--- src/common/tmc_pkg.sv ---
// package for the dual 8-bit timer mode and carrier control block
// assumes an apb4 master on sys_clk and an outside compare datapath
package tmc_pkg;

  localparam int TMC_NCH = 2;

  // register indices; byte address is four times the index
  localparam logic [31:0] TMC_IDX_MODE0 = 32'h0ffff580;
  localparam logic [31:0] TMC_IDX_CC0 = 32'h0ffff581;
  localparam logic [31:0] TMC_IDX_MODE1 = 32'hfffff590;
  localparam logic [31:0] TMC_IDX_CC1 = 32'hfffff591;
  localparam int TMC_IDX_BITS = 10;

  // reset values
  localparam logic [7:0] TMC_MODE_RST = 8'h00;
  localparam logic [7:0] TMC_CC_RST = 8'h00;

  // mode register field positions
  localparam int TMC_RUN_BIT = 7;
  localparam int TMC_CKS_LSB = 4;
  localparam int TMC_MD_LSB = 2;
  localparam int TMC_LEV_BIT = 1;
  localparam int TMC_OEN_BIT = 0;

  // carrier control field positions
  localparam int TMC_RSEL_BIT = 2;
  localparam int TMC_LBUF_BIT = 1;
  localparam int TMC_STAT_BIT = 0;

  // count clock codes
  localparam logic [2:0] TMC_CKS_DIV1 = 3'h0;
  localparam logic [2:0] TMC_CKS_DIV2 = 3'h1;
  localparam logic [2:0] TMC_CKS_DIV4 = 3'h2;
  localparam logic [2:0] TMC_CKS_DIV16 = 3'h3;
  localparam logic [2:0] TMC_CKS_DIV64 = 3'h4;
  localparam logic [2:0] TMC_CKS_SUB = 3'h5;

  // prescaler masks: tick when the low bits are all ones
  localparam int TMC_DIV_W = 6;
  localparam logic [5:0] TMC_MASK2 = 6'h01;
  localparam logic [5:0] TMC_MASK4 = 6'h03;
  localparam logic [5:0] TMC_MASK16 = 6'h0f;
  localparam logic [5:0] TMC_MASK64 = 6'h3f;

  typedef enum logic [1:0] {
    TMC_INTERVAL,
    TMC_CARRIER,
    TMC_PWM,
    TMC_BADMODE
  } tmc_mode_e;

  typedef struct packed {
    logic [7:0] mode;
    logic remoteSel;
    logic levelBuf;
    logic status;
    logic [7:0] count;
    logic cmpSel;
    logic toLevel;
    logic timerOut;
    logic remoteOut;
    logic matchPulse;
  } tmc_chan_s;

  typedef struct packed {
    tmc_chan_s [TMC_NCH-1:0] ch;
    logic [TMC_DIV_W-1:0] div;
    logic [2:0] subSync;
    logic [31:0] prdata;
    logic slvErr;
  } tmc_state_s;

  localparam tmc_state_s TMC_STATE_RST = '0;

endpackage

--- src/design/tmc_timer_ctrl.sv ---
// two 8-bit timers: mode and carrier control, apb4 slave, count logic
// assumes compare values come from outside on sys_clk; subclock is a pin
// Behaviour
// - clearing run-enable stops counting and forces the counter to zero
// - setting run-enable starts counting on the next count clock tick
// - clock select picks fxx, /2, /4, /16, /64 or subclock; others barred
// - mode field: interval 00, carrier 01, pwm 10; 11 is barred
// - idle-level bit gives the timer output level when idle
// - remote output: low, high, low, or carrier pulse per the two bits
// - carrier status reads 0 when carrier disabled, 1 when enabled
// - carrier status is read-only
// - reset clears carrier control; byte and bit access accepted
//
// Design decision made here: register access over APB.
`timescale 1ns/1ns
module tmc_timer_ctrl (
  input wire logic sys_clk,
  input wire logic srst,
  input wire logic [31:0] paddr,
  input wire logic psel,
  input wire logic penable,
  input wire logic pwrite,
  input wire logic [31:0] pwdata,
  input wire logic [3:0] pstrb,
  output logic [31:0] prdata,
  output logic pready,
  output logic pslverr,
  input wire logic subclockIn,
  input wire logic [tmc_pkg::TMC_NCH-1:0][7:0] compare0,
  input wire logic [tmc_pkg::TMC_NCH-1:0][7:0] compare1,
  output logic [tmc_pkg::TMC_NCH-1:0][7:0] countValue,
  output logic [tmc_pkg::TMC_NCH-1:0] matchPulse,
  output logic [tmc_pkg::TMC_NCH-1:0] timerOut,
  output logic [tmc_pkg::TMC_NCH-1:0] remoteOut,
  output logic [tmc_pkg::TMC_NCH-1:0] carrierStatus
);

  tmc_pkg::tmc_state_s st_q;
  tmc_pkg::tmc_state_s st_d;
  logic [tmc_pkg::TMC_NCH-1:0] chTick;
  logic [tmc_pkg::TMC_NCH-1:0] selMode;
  logic [tmc_pkg::TMC_NCH-1:0] selCc;
  logic subEdge;
  logic setupPh;
  logic accessWr;
  logic [tmc_pkg::TMC_IDX_BITS-1:0] regIdx;

  assign regIdx = paddr[tmc_pkg::TMC_IDX_BITS+1:2];
  assign setupPh = psel & ~penable;
  // zero wait states: read data was caught in the setup cycle
  assign pready = psel & penable;
  assign accessWr = psel & penable & pwrite & pstrb[0];

  always_comb begin
    tmc_pkg::tmc_mode_e md;
    logic [7:0] target;
    logic [2:0] cks;
    logic run;
    logic hit;
    logic [31:0] rd;
    logic err;
    md = tmc_pkg::TMC_INTERVAL;
    target = 8'h00;
    cks = 3'h0;
    run = 1'b0;
    hit = 1'b0;
    rd = 32'h00000000;
    err = 1'b0;
    st_d = st_q;
    st_d.div = st_q.div + 6'h01;
    // only the second stage reads the first
    st_d.subSync = {st_q.subSync[1:0], subclockIn};
    subEdge = st_q.subSync[1] & ~st_q.subSync[2];
    selMode = '0;
    selCc = '0;
    chTick = '0;

    // address decoding
    if (regIdx == tmc_pkg::TMC_IDX_MODE0[tmc_pkg::TMC_IDX_BITS-1:0]) begin
      selMode[0] = 1'b1;
    end else if (regIdx ==
                 tmc_pkg::TMC_IDX_CC0[tmc_pkg::TMC_IDX_BITS-1:0]) begin
      selCc[0] = 1'b1;
    end else if (regIdx ==
                 tmc_pkg::TMC_IDX_MODE1[tmc_pkg::TMC_IDX_BITS-1:0]) begin
      selMode[1] = 1'b1;
    end else if (regIdx ==
                 tmc_pkg::TMC_IDX_CC1[tmc_pkg::TMC_IDX_BITS-1:0]) begin
      selCc[1] = 1'b1;
    end else begin
      err = 1'b1;
    end

    for (int c = 0; c < tmc_pkg::TMC_NCH; c++) begin
      if (selMode[c]) begin
        rd = {24'h000000, st_q.ch[c].mode};
      end
      if (selCc[c]) begin
        rd = {29'h00000000, st_q.ch[c].remoteSel, st_q.ch[c].levelBuf,
              st_q.ch[c].status};
      end
    end
    if (setupPh) begin
      st_d.prdata = rd;
      st_d.slvErr = err;
    end

    for (int c = 0; c < tmc_pkg::TMC_NCH; c++) begin
      // writes; byte lane 0 carries the whole register
      if (accessWr && selMode[c]) begin
        st_d.ch[c].mode = pwdata[7:0];
      end
      if (accessWr && selCc[c]) begin
        st_d.ch[c].remoteSel = pwdata[tmc_pkg::TMC_RSEL_BIT];
        st_d.ch[c].levelBuf = pwdata[tmc_pkg::TMC_LBUF_BIT];
      end
      // status follows the control bits, never the write data
      st_d.ch[c].status = st_q.ch[c].remoteSel &
                          st_q.ch[c].levelBuf;

      cks = st_q.ch[c].mode[tmc_pkg::TMC_CKS_LSB +: 3];
      md = tmc_pkg::tmc_mode_e'(st_q.ch[c].mode[tmc_pkg::TMC_MD_LSB +: 2]);
      run = st_q.ch[c].mode[tmc_pkg::TMC_RUN_BIT];
      // barred codes give no tick, so the counter just holds
      if (cks == tmc_pkg::TMC_CKS_DIV1) begin
        chTick[c] = 1'b1;
      end else if (cks == tmc_pkg::TMC_CKS_DIV2) begin
        chTick[c] = (st_q.div & tmc_pkg::TMC_MASK2) == tmc_pkg::TMC_MASK2;
      end else if (cks == tmc_pkg::TMC_CKS_DIV4) begin
        chTick[c] = (st_q.div & tmc_pkg::TMC_MASK4) == tmc_pkg::TMC_MASK4;
      end else if (cks == tmc_pkg::TMC_CKS_DIV16) begin
        chTick[c] = (st_q.div & tmc_pkg::TMC_MASK16) ==
                    tmc_pkg::TMC_MASK16;
      end else if (cks == tmc_pkg::TMC_CKS_DIV64) begin
        chTick[c] = (st_q.div & tmc_pkg::TMC_MASK64) ==
                    tmc_pkg::TMC_MASK64;
      end else if (cks == tmc_pkg::TMC_CKS_SUB) begin
        chTick[c] = subEdge;
      end else begin
        chTick[c] = 1'b0;
      end

      target = st_q.ch[c].cmpSel ? compare1[c] : compare0[c];
      hit = st_q.ch[c].count == target;
      st_d.ch[c].matchPulse = 1'b0;
      if (!run) begin
        st_d.ch[c].count = 8'h00;
        st_d.ch[c].cmpSel = 1'b0;
        st_d.ch[c].toLevel = st_q.ch[c].mode[tmc_pkg::TMC_LEV_BIT];
      end else if (chTick[c]) begin
        case (md)
          tmc_pkg::TMC_INTERVAL: begin
            st_d.ch[c].cmpSel = 1'b0;
            if (hit) begin
              st_d.ch[c].count = 8'h00;
              st_d.ch[c].toLevel = ~st_q.ch[c].toLevel;
              st_d.ch[c].matchPulse = 1'b1;
            end else begin
              st_d.ch[c].count = 8'(st_q.ch[c].count + 8'h01);
            end
          end
          tmc_pkg::TMC_PWM: begin
            if (hit) begin
              st_d.ch[c].toLevel = ~st_q.ch[c].toLevel;
              st_d.ch[c].cmpSel = ~st_q.ch[c].cmpSel;
              // the duty match leaves the counter running
              if (!st_q.ch[c].cmpSel) begin
                st_d.ch[c].count = 8'h00;
                st_d.ch[c].matchPulse = 1'b1;
              end else begin
                st_d.ch[c].count = 8'(st_q.ch[c].count + 8'h01);
              end
            end else begin
              st_d.ch[c].count = 8'(st_q.ch[c].count + 8'h01);
            end
          end
          tmc_pkg::TMC_CARRIER: begin
            // each half of the carrier restarts the counter
            if (hit) begin
              st_d.ch[c].count = 8'h00;
              st_d.ch[c].toLevel = ~st_q.ch[c].toLevel;
              st_d.ch[c].cmpSel = ~st_q.ch[c].cmpSel;
              st_d.ch[c].matchPulse = ~st_q.ch[c].cmpSel;
            end else begin
              st_d.ch[c].count = 8'(st_q.ch[c].count + 8'h01);
            end
          end
          default: begin
            st_d.ch[c].count = st_q.ch[c].count;
          end
        endcase
      end
      if (st_q.ch[c].mode[tmc_pkg::TMC_OEN_BIT]) begin
        st_d.ch[c].timerOut = st_q.ch[c].toLevel;
      end else begin
        st_d.ch[c].timerOut = st_q.ch[c].mode[tmc_pkg::TMC_LEV_BIT];
      end
      // carrier pulse only with both bits set
      if (st_q.ch[c].remoteSel) begin
        st_d.ch[c].remoteOut = st_q.ch[c].levelBuf & st_q.ch[c].toLevel;
      end else begin
        st_d.ch[c].remoteOut = st_q.ch[c].levelBuf;
      end
    end
  end

  always_ff @(posedge sys_clk) begin
    if (srst) begin
      st_q <= tmc_pkg::TMC_STATE_RST;
    end else begin
      st_q <= st_d;
    end
  end

  assign prdata = st_q.prdata;
  assign pslverr = pready & st_q.slvErr;
  for (genvar g = 0; g < tmc_pkg::TMC_NCH; g++) begin : gOut
    assign countValue[g] = st_q.ch[g].count;
    assign matchPulse[g] = st_q.ch[g].matchPulse;
    assign timerOut[g] = st_q.ch[g].timerOut;
    assign remoteOut[g] = st_q.ch[g].remoteOut;
    assign carrierStatus[g] = st_q.ch[g].status;
  end
endmodule

--- config.mk ---
export PLATFORM = sky130hd
export DESIGN_NAME = tmc_timer_ctrl
export DESIGN_NICKNAME = d
export VERILOG_FILES = /design/src/common/tmc_pkg.sv /design/src/design/tmc_timer_ctrl.sv
export SDC_FILE = /design/constraint.sdc
export NUM_CORES = 1
export LEC_CHECK = 0
export ABC_CLOCK_PERIOD_IN_PS = 6200
export BUFFER_PORTS_ARGS = -buffer_cell sky130_fd_sc_hd__buf_2
export CAP_MARGIN = 20
export CORE_MARGIN = 2
export CORE_UTILIZATION = 44
export DETAILED_ROUTE_END_ITERATION = 12
export GPL_TIMING_DRIVEN = 0
export PLACE_DENSITY = 0.71
export SLEW_MARGIN = 25
export SYNTH_ARGS = -nofsm -noshare
export SYNTH_HDL_FRONTEND = slang
export SYNTH_SLANG_ARGS = --single-unit
--- constraint.sdc ---
create_clock -name sys_clk -period 6.2 [get_ports sys_clk]
set_input_delay 0.62 -clock sys_clk [delete_from_list [all_inputs] [get_ports sys_clk]]
set_output_delay 0.62 -clock sys_clk [all_outputs]
set_load 0.01 [all_outputs]
==> flow_metrics.env <==
export IMPL_antenna_cells=0
export IMPL_timing_final_hold_violations=0
export IMPL_critPathCaptureType="register"
export IMPL_synthDistinctLibCells=51
export IMPL_wl_um=8460
export IMPL_vias=3361
export IMPL_dp_hpwl_um=6520
export IMPL_finalSetupViolCount=0
export IMPL_async_reset_ff_share_pct=0
export IMPL_synth_xor_area_share_pct=4.95
export IMPL_setup_ws_ns=3.70
export IMPL_critical_path_class="register to register"
export IMPL_critPathLaunchType="register"
export IMPL_power_switching_mw=0.194
export IMPL_cts_buffer_depth=2
export IMPL_drt_iter0_markers=149
export IMPL_grt_first_pass_wirelength_um=14100
export IMPL_grt_overflow=0
export IMPL_internal_power_mw=0.686
export IMPL_synthFlopType="dfxtp_1"
export IMPL_drive_above_1_share_pct=30.1
export IMPL_worst_pin_slew_ns=0.953
export IMPL_final_seq_area_mm2=0.00132
export IMPL_io_buffers=88
export IMPL_drc=0
export IMPL_insertion_delay_ns=0.34
export IMPL_fp_dieW_um=98.0
export IMPL_setup_tns_ns=0
export IMPL_stdcell_area_mm2=0.00475
export IMPL_status="finished, final reports clean"
export IMPL_synthSimpleGateAreaFrac_pct=20.5
export IMPL_grt_pass1_vias=3037
export IMPL_cts_sinks=66
export IMPL_dpl_cell_area_mm2=0.00455
export IMPL_synth_mux_area_share_pct=10.6
export IMPL_fin_cells=672
export IMPL_post_cts_resized=0
export IMPL_syn2layout_area_growth_pct=22.2
export IMPL_min_path_cells=1
export IMPL_utilization_pct=55.0
export IMPL_ff2ff_path_depth=6
export IMPL_synth_ff_latch_count=66
export IMPL_hp_class="register to register"
export IMPL_max_slew_margin_pct=36.0
export IMPL_synth_compound_area_share_pct=11.6
export IMPL_fin_nets=677
export IMPL_synth_avg_cell_area_um2=8.88
export IMPL_p_leak_nw=2.04
export IMPL_synth_top_family_by_area="simple AND/OR/NAND/NOR gates"
export IMPL_fp_coreArea_mm2=0.00864
export IMPL_p_sw_share_pct=22.0
export IMPL_skew_ns=0.00599
export IMPL_power_density_mw_per_mm2=185
export IMPL_synth_edf_count=0
export IMPL_synth_warnings=0
export IMPL_gp_congestion=0.797
export IMPL_clk_pin_slew_worst_paths_ns=0.07
export IMPL_p_seq_share_pct=48.7
export IMPL_p_clk_share_pct=43.4
export IMPL_layout_commonest_cell="buf_2"
export IMPL_maxCapViolCount=0
export IMPL_postCtsHoldBufs=0
export IMPL_cts_root_buf="clkbuf_8"
export IMPL_final_cell_mix="buf_2 (88), dfxtp_1 (66), buf_4 (56)"
export IMPL_cts_setup_buffers=0
export IMPL_synth_fa_ha_area_share_pct=3.54
export IMPL_critPathArrivalTime_ns=2.73
export IMPL_multi_input_area_mm2=0.00208
export IMPL_netlist_area_mm2=0.00389
export IMPL_p_comb_share_pct=7.9
export IMPL_cts_buffers_inserted=9
export IMPL_num_fill_cells=804
export IMPL_antenna_found_initial=0
export IMPL_maxSlewViolCount=0
export IMPL_postSynthCellCount=438
export IMPL_vdd_drop_max_uv=95.9
export IMPL_rsz0062_at_grt="false"
export IMPL_fmax_ghz=0.401
export IMPL_wire_per_inst_um=12.6
export IMPL_final_antenna_net_count=0
export IMPL_required_ns=6.44
export IMPL_period_minus_slack_ns=2.50
export IMPL_routed_via_density=5.00
export IMPL_grt_max_degree=11
export IMPL_preCtsSetupSlack_ns=3.63
export IMPL_rows=34
export IMPL_critPathMaxFanout=8
export IMPL_start_util_pct=45.0
export IMPL_dp_cells=657
export IMPL_finalCritPeriodShare_pct=40.3
export IMPL_firstDrtPassIters=4
export IMPL_die_h_um=98.0
export IMPL_ctsHtreeMaxLevel=3
export IMPL_io_pins=164
export IMPL_ys_seq_area_share_pct=34.0
export IMPL_die_area_mm2=0.00961
export IMPL_grt_use_total_pct=17.7
export IMPL_cts_tree="done"
## flip-flops by register name (all words and copies together), names as in the netlist
name	flops
carrierStatus	2
countValue	16
matchPulse	2
prdata	8
remoteOut	2
st_d	2
st_q	32
timerOut	2
## power by group through the flow
stage	Sequential, mW	Combinational (mW)	Clock [mW]
after floorplan	0.438	0.0434	0
after global placement	0.438	0.0675	0
after detailed placement	0.438	0.0690	0
after CTS	0.429	0.0693	0.387
after global routing	0.429	0.0772	0.408
final	0.429	0.0691	0.382
## layout make-up
class | count | share of cell area (%)
plain buffers | 70 | 10.7
clock buffers | 12 | 2.84
clock inverters | 3 | 1.37
inverters | 17 | 1.34
multi-input cells | 308 | 43.8
flip-flops and latches | 66 | 27.8
well taps | 108 | 2.84
repair buffers | 88 | 9.27
## critical path: stages (launching register included)
cell and delay [ns]:
dfxtp_1 0.39, ha_1 0.29, nand3_1 0.18, o221ai_1 0.33
nand4b_1 0.34, o41ai_4 0.65, o21ba_1 0.22
## logic make-up after synthesis
logic type	count (synthesis)
buffers and inverters	87
multiplexers	37
AO/OA/AOI/OAI	67
adder cells (fa/ha/maj)	11
other	1
flip-flops	66
XOR/XNOR	22
AND/OR/NAND/NOR	147
## per-layer routing
| layer | track usage [%] | vias up | wire length, um |
|---|---|---|---|
| met1 | 23.0 | 1537 | 3780 |
| li1 | - | 1716 | - |
| met3 | 4.58 | 8 | 525 |
| met4 | 4.91 | 0 | 88 |
| met2 | 29.4 | 100 | 4060 |
| met5 | 0 | - | 0 |
## through the flow
stage,hold slack [ns],power [mW]
CTS,0.451,0.885
finish,0.442,0.880
floorplan,0.414,0.481
global placement,0.428,0.506
detailed placement,0.431,0.507
global route,0.463,0.914
## synth_stat cells, types with 2 or more instances
cell type / instances / area (um^2)
or4_1: 3 / 22.5
a22oi_1: 8 / 60.1
and3_1: 7 / 43.8
buf_6: 2 / 22.5
nor2_1: 37 / 139
o211ai_1: 4 / 30.0
and4_1: 3 / 26.3
buf_4: 56 / 420
mux2i_1: 31 / 310
nor4_1: 5 / 31.3
nor2b_1: 8 / 50.1
nand4b_1: 4 / 35.0
a311oi_1: 2 / 17.5
mux2_2: 3 / 33.8
clkbuf_1: 10 / 37.5
a31oi_1: 2 / 12.5
o221ai_1: 2 / 17.5
nand4_1: 5 / 31.3
nand3_1: 11 / 55.1
o2111ai_1: 4 / 35.0
and2_1: 3 / 18.8
or3_1: 14 / 87.6
ha_1: 11 / 138
clkbuf_8: 2 / 27.5
inv_1: 17 / 63.8
xor2_1: 5 / 43.8
a21oi_1: 21 / 105
xnor2_1: 17 / 149
mux4_2: 3 / 67.6
nor4b_1: 4 / 35.0
or4b_1: 2 / 20.0
nand2_1: 25 / 93.8
nand2b_1: 4 / 25.0
o21ai_0: 15 / 75.1
nor3_1: 7 / 35.0
dfxtp_1: 66 / 1320
## worst paths after layout
| check | start | end | slack, ns |
|---|---|---|---|
| setup / recovery | st_q[36] | countValue[7] | 3.70 |
| hold / removal | st_d[34] | st_d[35] | 0.44 |
| setup reg to reg | st_q[36] | countValue[7] | 3.70 |
| hold reg to reg | st_d[34] | st_d[35] | 0.44 |
Power figures use the tool's default switching activity.
